File: src/design/sleep_wake_params.svh
`ifndef SLEEP_WAKE_PARAMS_SVH
`define SLEEP_WAKE_PARAMS_SVH

// Clock and timing
`define CLK_PERIOD_NS     25
`define CLK_HZ            40000000
`define RTC_HZ            32768
`define RTC_DIV_CYC       (`CLK_HZ / `RTC_HZ)
`define RST_PULSE_NS      1000
`define RST_PULSE_CYC     ((`RST_PULSE_NS + `CLK_PERIOD_NS - 1) / `CLK_PERIOD_NS)
`define WAKE_STAB_US      50
`define WAKE_STAB_CYC     ((`WAKE_STAB_US * 1000 + `CLK_PERIOD_NS - 1) / `CLK_PERIOD_NS)
`define WDOG_TIMEOUT_MS   1000
`define WDOG_TIMEOUT_CYC  ((`WDOG_TIMEOUT_MS * 1000000) / `CLK_PERIOD_NS)

// Register offsets
`define OFS_CTRL          8'h00
`define OFS_GPIO_IRQ_EN   8'h04
`define OFS_RTC_COUNT     8'h08
`define OFS_RTC_ALARM     8'h0C
`define OFS_RTC_PERIOD    8'h10
`define OFS_IRQ_STATUS    8'h14
`define OFS_IRQ_MASK      8'h18
`define OFS_PWR_STATE     8'h1C
`define OFS_WDOG_LOAD     8'h20
`define OFS_WDOG_KICK     8'h24

// Control fields
`define CTRL_SLEEP_EN     0
`define CTRL_DEEP_EN      1
`define CTRL_WDOG_EN      2
`define CTRL_RTC_PERIODIC 3
`define CTRL_WAKE_SEL_LO  4
`define CTRL_WAKE_SEL_HI  7
`define CTRL_RESET        32'h0000_0000

// Status fields
`define ST_GPIO_LO        0
`define ST_GPIO_HI        3
`define ST_WAKE_PIN       4
`define ST_RADIO          5
`define ST_RTC            6
`define ST_WDOG_RST       7
`define ST_EXT_RST        8
`define ST_POR_RST        9
`define ST_RESET          10'h200

`define GPIO_COUNT        10
`define IRQ_CHANNELS      4

`endif

File: src/design/sleep_wake_pkg.sv
package sleep_wake_pkg;
   typedef enum logic [1:0] {
      PWR_ACTIVE = 2'b00,
      PWR_LIGHT  = 2'b01,
      PWR_DEEP   = 2'b10,
      PWR_WAKING = 2'b11
   } pwr_state_t;
endpackage

File: src/design/sleep_wake_reset_control.sv
// Summary of operation
// The reset pin is active low and is only ever pulled low, never driven high, a pull-up releases it.
// Reset follows a low reset pin, power-up detection or watchdog expiry.
// Any internally caused reset briefly pulls the shared reset pin low.
// Outside reset sources should be open drain so they never fight the device pulling low.
// Light sleep halts only the core, everything else runs, and it is entered automatically.
// Deep sleep stops clocks, most peripherals and the core, keeps the radio on and the serial port off.
// Deep sleep ends on wake pin high, an enabled GPIO interrupt, radio activity or an RTC interrupt.
// While the wake pin is high no sleep mode is entered.
// The host raises the wake pin before sending and holds it until the last byte is through.
// Exactly one GPIO carries the wake-pin function, the others keep ordinary interrupts.
// A GPIO interrupt wakes from any state and sleep resumes after its handler unless another wake holds.
// The host waits for flow-control ready after a wake request, the delay is clock settling.
// There is no serial wake command, only hardware sources wake the device.
// Memory contents are retained in every power mode.
// GPIO interrupts share four channels by pin index modulo 4.
// The RTC runs always and can wake periodically or at a programmed time.
// Wake pin and GPIO inputs pass a two-stage synchroniser before use.
`include "sleep_wake_params.svh"

module sleep_wake_reset_control #(
   parameter int unsigned WDOG_TIMEOUT_CYCLES = `WDOG_TIMEOUT_CYC
) (
   input  wire logic                    clk,
   input  wire logic                    reset,
   input  wire logic                    ce,
   input  wire logic [7:0]              regAddr,
   input  wire logic [31:0]             regWdata,
   input  wire logic                    regWr,
   input  wire logic                    regRd,
   output logic      [31:0]             regRdata,
   input  wire logic [`GPIO_COUNT-1:0]  gpioIn,
   input  wire logic                    radioActivity,
   input  wire logic                    cpuIdle,
   input  wire logic                    rstPinIn,
   output logic                         rstPinOut,
   output logic                         rstPinOe,
   output logic                         coreReset,
   output logic                         coreHalt,
   output logic                         sysClkEnable,
   output logic                         periphEnable,
   output logic                         radioEnable,
   output logic                         uartEnable,
   output logic                         flowReady,
   output logic                         memRetain,
   output logic                         irq
);
   sleep_wake_pkg::pwr_state_t         state_ff;
   sleep_wake_pkg::pwr_state_t         nxt_state;
   logic [31:0]                        ctrl_ff;
   logic [`GPIO_COUNT-1:0]             gpioIrqEn_ff;
   logic [31:0]                        rtcCount_ff;
   logic [31:0]                        rtcAlarm_ff;
   logic [31:0]                        rtcPeriod_ff;
   logic [15:0]                        rtcDiv_ff;
   logic [9:0]                         status_ff;
   logic [9:0]                         mask_ff;
   logic [31:0]                        wdogLoad_ff;
   logic [31:0]                        wdogCnt_ff;
   logic [15:0]                        rstPulse_ff;
   logic [15:0]                        stab_ff;
   logic                               rstPinPrev_ff;
   logic [`GPIO_COUNT-1:0]             gpioSync;
   logic [`GPIO_COUNT-1:0]             gpioPrev_ff;
   logic [`GPIO_COUNT-1:0]             wakeSelMask;
   logic [`GPIO_COUNT-1:0]             pinEvent;
   logic [`IRQ_CHANNELS-1:0]           chanEvent;
   logic [9:0]                         setBits;
   logic                               wakeHeld;
   logic                               wakeRise;
   logic                               rtcTick;
   logic                               rtcMatch;
   logic                               wdogExpire;
   logic                               extRstFall;
   logic                               anyWake;
   logic                               inReset;
   logic [3:0]                         wakeSel;

   ////////////////////////////////////////////////////////////////
   // Input synchronisers
   sync_two_stage u_sync (
      .clk     (clk),
      .reset   (reset),
      .ce      (ce),
      .asyncIn (gpioIn),
      .syncOut (gpioSync)
   );

   ////////////////////////////////////////////////////////////////
   // Wake pin selection and GPIO edge events
   assign wakeSel  = ctrl_ff[`CTRL_WAKE_SEL_HI:`CTRL_WAKE_SEL_LO];

   genvar p;
   generate
      for (p = 0; p < `GPIO_COUNT; p++) begin : g_pin
         assign wakeSelMask[p] = (wakeSel == 4'(p));
         assign pinEvent[p]    = gpioSync[p] & ~gpioPrev_ff[p] & gpioIrqEn_ff[p] & ~wakeSelMask[p];
      end
   endgenerate

   assign wakeHeld = |(gpioSync & wakeSelMask);
   assign wakeRise = |(gpioSync & ~gpioPrev_ff & wakeSelMask);

   // Fold pins onto four shared channels
   always_comb begin
      chanEvent = '0;
      for (int i = 0; i < `GPIO_COUNT; i++) begin
         chanEvent[i % `IRQ_CHANNELS] = chanEvent[i % `IRQ_CHANNELS] | pinEvent[i];
      end
   end

   always_ff @(posedge clk) begin
      if (reset) begin
         gpioPrev_ff <= '0;
      end else if (ce) begin
         gpioPrev_ff <= gpioSync;
      end
   end

   ////////////////////////////////////////////////////////////////
   // Always running RTC with alarm compare
   assign rtcTick  = (rtcDiv_ff == 16'(`RTC_DIV_CYC - 1));
   assign rtcMatch = rtcTick & (rtcCount_ff + 32'h0000_0001 == rtcAlarm_ff);

   always_ff @(posedge clk) begin
      if (reset) begin
         rtcDiv_ff   <= 16'h0000;
         rtcCount_ff <= 32'h0000_0000;
      end else if (ce) begin
         rtcDiv_ff   <= rtcTick ? 16'h0000 : rtcDiv_ff + 16'h0001;
         if (rtcTick) begin
            rtcCount_ff <= rtcCount_ff + 32'h0000_0001;
         end
      end
   end

   ////////////////////////////////////////////////////////////////
   // Watchdog
   assign wdogExpire = ctrl_ff[`CTRL_WDOG_EN] & (wdogCnt_ff == 32'h0000_0001) & (state_ff != sleep_wake_pkg::PWR_DEEP);

   always_ff @(posedge clk) begin
      if (reset) begin
         wdogCnt_ff <= 32'(WDOG_TIMEOUT_CYCLES);
      end else if (ce) begin
         if ((regWr && regAddr == `OFS_WDOG_KICK) || !ctrl_ff[`CTRL_WDOG_EN] || wdogExpire) begin
            wdogCnt_ff <= wdogLoad_ff;
         end else if (state_ff != sleep_wake_pkg::PWR_DEEP) begin
            wdogCnt_ff <= wdogCnt_ff - 32'h0000_0001;
         end
      end
   end

   ////////////////////////////////////////////////////////////////
   // Reset pin: pulled low only, pulse after power-up and watchdog
   assign extRstFall = rstPinPrev_ff & ~rstPinIn & ~rstPinOe;
   assign inReset    = (rstPulse_ff != 16'h0000) | ~rstPinIn | wdogExpire;

   always_ff @(posedge clk) begin
      if (reset) begin
         rstPulse_ff   <= 16'(`RST_PULSE_CYC);
         rstPinOe      <= 1'b1;
         rstPinOut     <= 1'b0;
         rstPinPrev_ff <= 1'b1;
         coreReset     <= 1'b1;
      end else if (ce) begin
         if (wdogExpire) begin
            rstPulse_ff <= 16'(`RST_PULSE_CYC);
         end else if (rstPulse_ff != 16'h0000) begin
            rstPulse_ff <= rstPulse_ff - 16'h0001;
         end
         rstPinOe      <= wdogExpire | (rstPulse_ff > 16'h0001);
         rstPinOut     <= 1'b0;
         rstPinPrev_ff <= rstPinIn;
         coreReset     <= inReset | wdogExpire;
      end
   end

   ////////////////////////////////////////////////////////////////
   // Power mode state machine
   assign anyWake = wakeRise | wakeHeld | (|chanEvent) | radioActivity | rtcMatch;

   always_comb begin
      nxt_state = state_ff;
      unique case (state_ff)
         sleep_wake_pkg::PWR_ACTIVE: begin
            if (cpuIdle && ctrl_ff[`CTRL_SLEEP_EN] && !wakeHeld && !anyWake) begin
               nxt_state = ctrl_ff[`CTRL_DEEP_EN] ? sleep_wake_pkg::PWR_DEEP : sleep_wake_pkg::PWR_LIGHT;
            end
         end
         sleep_wake_pkg::PWR_LIGHT: begin
            if (anyWake || !cpuIdle) begin
               nxt_state = sleep_wake_pkg::PWR_ACTIVE;
            end
         end
         sleep_wake_pkg::PWR_DEEP: begin
            if (anyWake) begin
               nxt_state = sleep_wake_pkg::PWR_WAKING;
            end
         end
         sleep_wake_pkg::PWR_WAKING: begin
            if (stab_ff == 16'h0000) begin
               nxt_state = sleep_wake_pkg::PWR_ACTIVE;
            end
         end
      endcase
      if (inReset) begin
         nxt_state = sleep_wake_pkg::PWR_ACTIVE;
      end
   end

   always_ff @(posedge clk) begin
      if (reset) begin
         state_ff <= sleep_wake_pkg::PWR_ACTIVE;
         stab_ff  <= 16'h0000;
      end else if (ce) begin
         state_ff <= inReset ? sleep_wake_pkg::PWR_ACTIVE : nxt_state;
         if (nxt_state == sleep_wake_pkg::PWR_WAKING && state_ff == sleep_wake_pkg::PWR_DEEP) begin
            stab_ff <= 16'(`WAKE_STAB_CYC - 1);
         end else if (stab_ff != 16'h0000) begin
            stab_ff <= stab_ff - 16'h0001;
         end
      end
   end

   // Mode outputs, all registered; decoded from the next state, radio and retention held on
   always_ff @(posedge clk) begin
      if (reset) begin
         coreHalt     <= 1'b0;
         sysClkEnable <= 1'b1;
         periphEnable <= 1'b1;
         radioEnable  <= 1'b1;
         uartEnable   <= 1'b1;
         flowReady    <= 1'b0;
         memRetain    <= 1'b1;
      end else if (ce) begin
         coreHalt     <= (nxt_state != sleep_wake_pkg::PWR_ACTIVE) | inReset;
         sysClkEnable <= (nxt_state != sleep_wake_pkg::PWR_DEEP);
         periphEnable <= (nxt_state != sleep_wake_pkg::PWR_DEEP);
         radioEnable  <= 1'b1;
         uartEnable   <= (nxt_state == sleep_wake_pkg::PWR_ACTIVE) || (nxt_state == sleep_wake_pkg::PWR_LIGHT);
         flowReady    <= ((nxt_state == sleep_wake_pkg::PWR_ACTIVE) || (nxt_state == sleep_wake_pkg::PWR_LIGHT)) && !inReset;
         memRetain    <= 1'b1;
      end
   end

   ////////////////////////////////////////////////////////////////
   // Control registers
   always_ff @(posedge clk) begin
      if (reset) begin
         ctrl_ff      <= `CTRL_RESET;
         gpioIrqEn_ff <= '0;
         rtcPeriod_ff <= 32'h0000_0000;
         mask_ff      <= 10'h000;
         wdogLoad_ff  <= 32'(WDOG_TIMEOUT_CYCLES);
      end else if (ce && regWr) begin
         unique case (regAddr)
            `OFS_CTRL:        ctrl_ff      <= regWdata;
            `OFS_GPIO_IRQ_EN: gpioIrqEn_ff <= regWdata[`GPIO_COUNT-1:0];
            `OFS_RTC_PERIOD:  rtcPeriod_ff <= regWdata;
            `OFS_IRQ_MASK:    mask_ff      <= regWdata[9:0];
            `OFS_WDOG_LOAD:   wdogLoad_ff  <= regWdata;
            default: ;
         endcase
      end
   end

   // Alarm: written by software, advanced by period in periodic mode
   always_ff @(posedge clk) begin
      if (reset) begin
         rtcAlarm_ff <= 32'hFFFF_FFFF;
      end else if (ce) begin
         if (regWr && regAddr == `OFS_RTC_ALARM) begin
            rtcAlarm_ff <= regWdata;
         end else if (rtcMatch && ctrl_ff[`CTRL_RTC_PERIODIC]) begin
            rtcAlarm_ff <= rtcAlarm_ff + rtcPeriod_ff;
         end
      end
   end

   ////////////////////////////////////////////////////////////////
   // Sticky status, write one to clear, set wins
   always_comb begin
      setBits                          = 10'h000;
      setBits[`ST_GPIO_HI:`ST_GPIO_LO] = chanEvent;
      setBits[`ST_WAKE_PIN]            = wakeRise;
      setBits[`ST_RADIO]               = radioActivity;
      setBits[`ST_RTC]                 = rtcMatch;
      setBits[`ST_WDOG_RST]            = wdogExpire;
      setBits[`ST_EXT_RST]             = extRstFall;
   end

   always_ff @(posedge clk) begin
      if (reset) begin
         status_ff <= `ST_RESET;
      end else if (ce) begin
         if (regWr && regAddr == `OFS_IRQ_STATUS) begin
            status_ff <= (status_ff & ~regWdata[9:0]) | setBits;
         end else begin
            status_ff <= status_ff | setBits;
         end
      end
   end

   always_ff @(posedge clk) begin
      if (reset) begin
         irq <= 1'b0;
      end else if (ce) begin
         irq <= |(status_ff & mask_ff);
      end
   end

   ////////////////////////////////////////////////////////////////
   // Read port, data one cycle after the strobe
   always_ff @(posedge clk) begin
      if (reset) begin
         regRdata <= 32'h0000_0000;
      end else if (ce) begin
         regRdata <= 32'h0000_0000;
         if (regRd) begin
            unique case (regAddr)
               `OFS_CTRL:        regRdata <= ctrl_ff;
               `OFS_GPIO_IRQ_EN: regRdata <= 32'(gpioIrqEn_ff);
               `OFS_RTC_COUNT:   regRdata <= rtcCount_ff;
               `OFS_RTC_ALARM:   regRdata <= rtcAlarm_ff;
               `OFS_RTC_PERIOD:  regRdata <= rtcPeriod_ff;
               `OFS_IRQ_STATUS:  regRdata <= 32'(status_ff);
               `OFS_IRQ_MASK:    regRdata <= 32'(mask_ff);
               `OFS_PWR_STATE:   regRdata <= {29'h0, wakeHeld, state_ff};
               `OFS_WDOG_LOAD:   regRdata <= wdogLoad_ff;
               `OFS_WDOG_KICK:   regRdata <= wdogCnt_ff;
               default:          regRdata <= 32'h0000_0000;
            endcase
         end
      end
   end
endmodule // sleep_wake_reset_control

File: src/design/sync_two_stage.sv
`include "sleep_wake_params.svh"

module sync_two_stage (
   input  wire logic                    clk,
   input  wire logic                    reset,
   input  wire logic                    ce,
   input  wire logic [`GPIO_COUNT-1:0]  asyncIn,
   output logic      [`GPIO_COUNT-1:0]  syncOut
);
   genvar i;

   ////////////////////////////////////////////////////////////////
   // Two flip-flops per line; first stage feeds only the second
   generate
      for (i = 0; i < `GPIO_COUNT; i++) begin : g_bit
         logic stage1_ff;
         logic stage2_ff;
         always_ff @(posedge clk) begin
            if (reset) begin
               stage1_ff <= 1'b0;
               stage2_ff <= 1'b0;
            end else if (ce) begin
               stage1_ff <= asyncIn[i];
               stage2_ff <= stage1_ff;
            end
         end
         assign syncOut[i] = stage2_ff;
      end
   endgenerate
endmodule // sync_two_stage

File: config.mk
export PLATFORM = sky130hd
export DESIGN_NAME = sleep_wake_reset_control
export DESIGN_NICKNAME = d
export VERILOG_FILES = /design/src/design/sleep_wake_pkg.sv /design/src/design/sleep_wake_reset_control.sv /design/src/design/sync_two_stage.sv
export VERILOG_INCLUDE_DIRS = /design/src /design/src/design
export SDC_FILE = /design/constraint.sdc
export NUM_CORES = 1
export LEC_CHECK = 0
export BUFFER_PORTS_ARGS = -buffer_cell sky130_fd_sc_hd__buf_2
export CAP_MARGIN = 15
export CORE_MARGIN = 5
export CORE_UTILIZATION = 50
export CTS_CLUSTER_SIZE = 24
export DETAILED_ROUTE_END_ITERATION = 7
export GPL_TIMING_DRIVEN = 1
export HOLD_SLACK_MARGIN = 0.03
export PLACE_DENSITY = 0.77
export SYNTH_ARGS = -nofsm -noshare
export SYNTH_HDL_FRONTEND = slang
export SYNTH_SLANG_ARGS = --single-unit
File: constraint.sdc
create_clock -name clk -period 5.8 [get_ports clk]
set_clock_uncertainty 0.05 [all_clocks]
set_input_delay 0.29 -clock clk [delete_from_list [all_inputs] [get_ports clk]]
set_output_delay 0.29 -clock clk [all_outputs]
set_load 0.02 [all_outputs]
### Word-level counts from Yosys, hierarchy flattened

Index checks and enable logic that the tools add are counted.

| word-level totals | value |
|---|---|
| bits in registers | 342 |
| bits of input ports | 58 |
| output and inout bits | 43 |
| logic and storage cells | 224 |

| operators by class | value |
|---|---|
| $add $sub $neg | 6 |
| magnitude comparators | 1 |
| equality and inequality tests | 28 |
| mux-type cells | 20 |
| bitwise gates (word level) | 81 |
| reduce and logical (&&, ||, !) cells | 45 |

Operator list:

| operator | count |
|---|---|
| $pmux 32 s10 | 1 |
| $mux 32 | 5 |
| $mux 16 | 5 |
| $and 10x10->10 | 5 |
| $and 1x1->1 | 35 |
| $add 32x1->32 const B | 1 |
| $add 32x32->32 | 1 |
| $eq 32x1->1 const B | 1 |
| $eq 32x32->1 | 1 |
| $eq 8x5->1 const B | 4 |
| $reduce_bool 16->1 | 2 |
| $sub 16x1->16 const B | 2 |
| $sub 32x1->32 const B | 1 |
| $reduce_or 10->1 | 3 |
| $not 1->1 | 22 |
| $not 10->10 | 2 |
| $or 10x9->10 | 2 |
| $reduce_and 2->1 | 10 |
| $add 16x1->16 const B | 1 |
| $eq 16x11->1 const B | 1 |
| $eq 4x3->1 const B | 4 |
| $eq 8x4->1 const B | 2 |
| $eq 8x6->1 const B | 2 |
| $gt 16x1->1 const B | 1 |
| 20 further kinds | 67 |

### Longest topological paths before layout

| logic depth | value |
|---|---|
| depth in word-level cells | 19 |
| depth in mapped cells | 13 |
| mapped depth without buffers | 12 |

### Modules after synthesis

Synthesis repeated with hierarchy kept, for this count alone.

| unflattened totals | value |
|---|---|
| cells, all modules | 2445 |
| area total of the unflattened synthesis | 18811.8 µm² |

By module, submodules not included:

| module | times used | cells each | area each (µm²) | sequential area each (µm²) |
|---|---|---|---|---|
| sleep_wake_reset_control | 1 | 2371 | 18031.0 | 6446.2 |
| sync_two_stage | 1 | 74 | 780.7 | 400.4 |

### Least setup slack after synthesis

Ideal clock, no wire load.

| timing | value |
|---|---|
| kind | reg2reg |
| from | reg rtcCount_ff[1] |
| to | reg stab_ff[1] |
| library setup time | 0.088 ns |
| arrival time | 3.161 ns |
| data required time | 5.662 ns |
| setup slack | 2.501 ns |
| cell stages (with the launch flop) | 11 |
| path buffers | 0 |
| clock period less this slack | 3.299 ns |
| cell sequence | dfxtp_1 -> ha_1 -> nand4_1 -> nor3_2 -> a21oi_1 -> or4b_1 -> nor4_2 -> o2111ai_4 -> a2111o_1 -> and3_1 -> a311oi_2 |

| on the way | value |
|---|---|
| cells in the longest elaborated chain, start to end | 13 |
| elaborated cells on any way between the ends | 17 |
| classes of those cells | add/sub: 1; eq/ne: 2; mux: 6; bitwise: 2; reduce/logical: 6 |

Ends and longest elaborated chain:

| element | RTL line | RTL |
|---|---|---|
| from (decl) | sleep_wake_reset_control.sv:52 | `logic [31:0] rtcCount_ff;` |
| from (signal assigned) | sleep_wake_reset_control.sv:132 | `rtcCount_ff <= rtcCount_ff + 32'h0000_0001;` |
| $add 32x1->32 (*) | sleep_wake_reset_control.sv:123 | `assign rtcMatch = rtcTick & (rtcCount_ff + 32'h0000_0001 == rtcAlarm_ff);` |
| $eq 32x32->1 (*) | sleep_wake_reset_control.sv:123 |  |
| $and 1x1->1 (*) | sleep_wake_reset_control.sv:123 |  |
| $or 1x1->1 (*) | sleep_wake_reset_control.sv:180 | `assign anyWake = wakeRise \| wakeHeld \| (\|chanEvent) \| radioActivity \| rtcMatch;` |
| $logic_not 1->1 | sleep_wake_reset_control.sv:186 | `` if (cpuIdle && ctrl_ff[`CTRL_SLEEP_EN] && !wakeHeld && !anyWake) begin `` |
| $logic_and 1x1->1 | sleep_wake_reset_control.sv:186 |  |
| $mux 2 | sleep_wake_reset_control.sv:186 |  |
| $pmux 2 s4 (*) | sleep_wake_reset_control.sv:184 | `unique case (state_ff)` |
| $mux 2 (*) | sleep_wake_reset_control.sv:206 | `if (inReset) begin` |
| $eq 2x2->1 (*) | sleep_wake_reset_control.sv:217 | `if (nxt_state == sleep_wake_pkg::PWR_WAKING && state_ff == sleep_wake_pkg::PWR_DEEP) begin` |
| $logic_and 1x1->1 (*) | sleep_wake_reset_control.sv:217 |  |
| $reduce_bool 2->1 (no source line) | - |  |
| $reduce_and 2->1 (no source line) | - |  |
| to (signal assigned) | sleep_wake_reset_control.sv:218 | `` stab_ff <= 16'(`WAKE_STAB_CYC - 1); `` |
| to (signal assigned) | sleep_wake_reset_control.sv:220 | `stab_ff <= stab_ff - 16'h0001;` |
| to (decl) | sleep_wake_reset_control.sv:61 | `logic [15:0] stab_ff;` |

Every way passes the cells marked *; elsewhere a longest branch is shown, timed or not.
A chain may end at the register's enable or synchronous reset.

### Worst setup path after layout

| timing | value |
|---|---|
| from | reg rtcCount_ff[0] |
| to | reg rtcAlarm_ff[28] |

| on the way | value |
|---|---|
| cells in the longest elaborated chain, start to end | 6 |

Ends and longest elaborated chain:

| element | RTL line | RTL |
|---|---|---|
| $add 32x1->32 | sleep_wake_reset_control.sv:123 |  |
| $eq 32x32->1 | sleep_wake_reset_control.sv:123 |  |
| $and 1x1->1 | sleep_wake_reset_control.sv:123 |  |
| $logic_and 1x1->1 | sleep_wake_reset_control.sv:274 | `` end else if (rtcMatch && ctrl_ff[`CTRL_RTC_PERIODIC]) begin `` |
| $reduce_bool 2->1 (no source line) | - |  |
| $reduce_and 2->1 (no source line) | - |  |
| to (signal assigned) | sleep_wake_reset_control.sv:273 | `rtcAlarm_ff <= regWdata;` |
| to (signal assigned) | sleep_wake_reset_control.sv:275 | `rtcAlarm_ff <= rtcAlarm_ff + rtcPeriod_ff;` |
| to (decl) | sleep_wake_reset_control.sv:53 | `logic [31:0] rtcAlarm_ff;` |

Every way passes these cells.

==> reports/qor.txt <==
CP required - 6120 ps
Complex-gate fraction of the synthesized area - 0.235
Die Span Y - 202 um
Tcrit/Tclk final - 0.742
Relative slew slack - 0.171
Syn Inst Count - 2,383
Fraction of layout cells with a size suffix above 1 - 0.0950
Critical Path, Cell by Cell - ha_1, nand4_1, nor3_2, a21oi_1, or4b_1, nor4_2, o2111ai_4, o22a_2, nor3_1, a221oi_1
Maximum vdd drop - 0.191 mV
R2R Setup Slk - 1490 ps
Final setup viols - 0
Rows - 70
Critical-path maximum fanout - 58
Final hold viol count - 0
Least-Margin Pin Slew - 1240 ps
Setup Crit Path Kind - reg -> reg
Async S/R FF share, synth - 0
Initial antenna violation count - 0
Ant. Diodes - 0
Post-DP HPWL - 42,700 um
Power per cell area - 269 mW/mm^2
First-pass GRT wire length - 97,500 um
GPL Wtd Cong - 0.995
CTS sink count - 342
Core Footprint - 0.0365 sq mm
Setup TNS - 0 ps
Total gr overflow - 0
Pin count of the biggest net entering global routing - 133
Sequential area share after synthesis - 0.370
Critical path arrival - 4630 ps
Mapped Area - 0.0185 sq mm
Area of the die - 0.0409 sq mm
Layout Utilization - 0.571
Vias per cell - 6.43
Mux share of post-synthesis cell area - 0.0256
Commonest non-fill, non-tap cells in the layout - 388 x nand2_1, 342 x dfxtp_1, 247 x a21oi_1, 228 x nor2_1, 96 x a22oi_1
Fin Hold WS - 58.4 ps
Yosys warnings - 0
Via count - 18,696
Largest family of logic cells by synthesized area - simple AND/OR/NAND/NOR gates
Initial DRC Count - 2,289
Fin nets - 2,511
DP Cell Count - 2,800
Initial Utilization - 0.506
All-Layer GR Usage - 0.292
Critical path launch point type - flop
Fmax - 232 MHz
Area growth syn-to-layout - 12.7%
Number of synthesized flops with an enable pin - 0
Worst Path Buf+Inv - 0
TritonCTS clock tree - yes
Synth cell types - 90
Wire length per cell - 21.6 um
Status - finished with violations
Later-pin clock latency in the skew report - 550 ps
Post-route ant nets - 0
Crit path largest cell delay - 620 ps
Avg Inst Size Synth - 7.76 sq um
Period minus WS final - 4310 ps
Synth Area in XOR/XNOR - 0.0502
Synth Register Bits - 342
Worst slack, placed - 1560 ps
Final WL - 62,900 um
Layout Cells excl Fill - 2,909
CP Capture Type - flop
Hold crit path type - in -> reg
Reg clk slew, reported paths - 60 ps
RSZ-0062 raised after global routing - no
Maximum clock insertion buffer count - 3
Synth Flop Type - dfxtp_1
Setup ws final - 1490 ps
Vias in the first global route - 17,358
DRT Pass-1 Iters - 8
CTS buffer count - 38
Simple-gate share of the synthesized area - 0.244
DRC Markers - 5
Max_cap viols - 0
Slowest CP cell - o22a_2
Commonest non-fill, non-tap cell in the layout - nand2_1
Failing checks - DRC
Num ports - 101
Root buf cell - clkbuf_16
Post-Synth Adder-Cell Area - 0.0275
# port buffers - 97
Htree depth - 2
Fin. max-slew vios - 0
Leak - 7.58 nW
Top delay family on crit path - simple AND/OR/NAND/NOR gates
Die width - 202 um
## registers in the layout (all words and copies together) (netlist names), 32 cells and up
signal        count
rtcCount_ff      32
rtcAlarm_ff      32
rtcPeriod_ff     32
wdogCnt_ff       32
regRdata         32
ctrl_ff          32
wdogLoad_ff      32
## synth_stat cells, drive strengths merged, types with 5 or more instances
cell	number	share of area
and3b	6	0.0028
a221oi	21	0.010
o21a	5	0.0020
clkbuf	139	0.028
a22oi	96	0.039
nor3	62	0.018
o21bai	6	0.0024
o211ai	29	0.012
nand3	61	0.017
a31oi	51	0.017
and4	7	0.0033
a311oi	6	0.0032
a211o	8	0.0038
o2111ai	5	0.0033
o31ai	10	0.0041
mux2i	45	0.024
xnor2	59	0.028
dfxtp	342	0.37
nor4	24	0.0098
nand2b	15	0.0051
a222oi	9	0.0049
a22o	13	0.0062
inv	38	0.0077
nand3b	13	0.0053
or2	10	0.0034
o21ai	85	0.023
nand2	389	0.079
ha	39	0.026
or4	11	0.0049
a21oi	247	0.067
and2	17	0.0058
or3	31	0.010
and3	27	0.0091
nand4	26	0.0096
nor3b	6	0.0024
buf	33	0.010
nor2b	14	0.0047
o41ai	5	0.0024
a32oi	5	0.0024
xor2	47	0.022
a21o	11	0.0045
nor2	233	0.047
a211oi	19	0.0084
## where the power goes
| group | internal [mW] | switching, mW |
|---|---|---|
| combinational | 0.208 | 0.326 |
| clock | 1.56 | 1.02 |
| sequential | 2.42 | 0.0698 |
| total | 4.19 | 1.42 |
## tightest hold or removal path, delay by kind of cell
| family | cells | cell delay (ps) |
|---|---|---|
| buffers and inverters | 1 | 180 |
| AND/OR/NAND/NOR | 1 | 80 |
| AO/OA/AOI/OAI | 1 | 50 |
## path summary, 6_finish.rpt
kind / depth (start not counted) / startpoint / to
worst max register to register: 10 / rtcCount_ff[0] / rtcAlarm_ff[28]
worst min register to register: 2 / ctrl_ff[12] / ctrl_ff[12]
worst min-delay path: 3 / regWdata[0] / mask_ff[0]
worst max-delay path: 10 / rtcCount_ff[0] / rtcAlarm_ff[28]
## per-stage QoR
stage                     cell area [sq um]  total power [mW]
final                                 20800              5.60
after global routing                  20800              5.80
after CTS                             20800              5.62
after detailed placement              19100              3.04
after global placement                19100              3.02
after floorplan                       18500              2.88
## layer usage
layer  share of wire  global-route usage  routed length [um]
met1            0.40               0.381               24900
met2            0.45               0.478               28600
met3            0.10              0.0518                6330
met4           0.048               0.122                3010
met5               0                   0                   0
## final cells by class
type	count	area, sq um
clock buffers	51	1100
clock inverters	17	231
fillers	3324	15700
inverters	39	146
multi-input cells	1831	10800
flip-flops and latches	342	6850
well taps	468	586
repair buffers	161	1100
## repair_timing
action                    in CTS  in global routing
hold endpoints to repair      89                  0
setup buffers                  0                  0
resized for setup              0                  0
hold buffers                  39                  0
## logic make-up (layout without fill, tap and decap cells)
group                      Yosys count  in the layout
DFF                                342            342
xor gates and xnor gates           106            106
muxes                               47             47
other                                2              3
adders and majority gates           40             40
and+or+nand+nor                    965            965
AOI/OAI and AO/OA                  670            670
buffers and inverters              211            268
No activity file was read; power rests on OpenSTA's default activity.
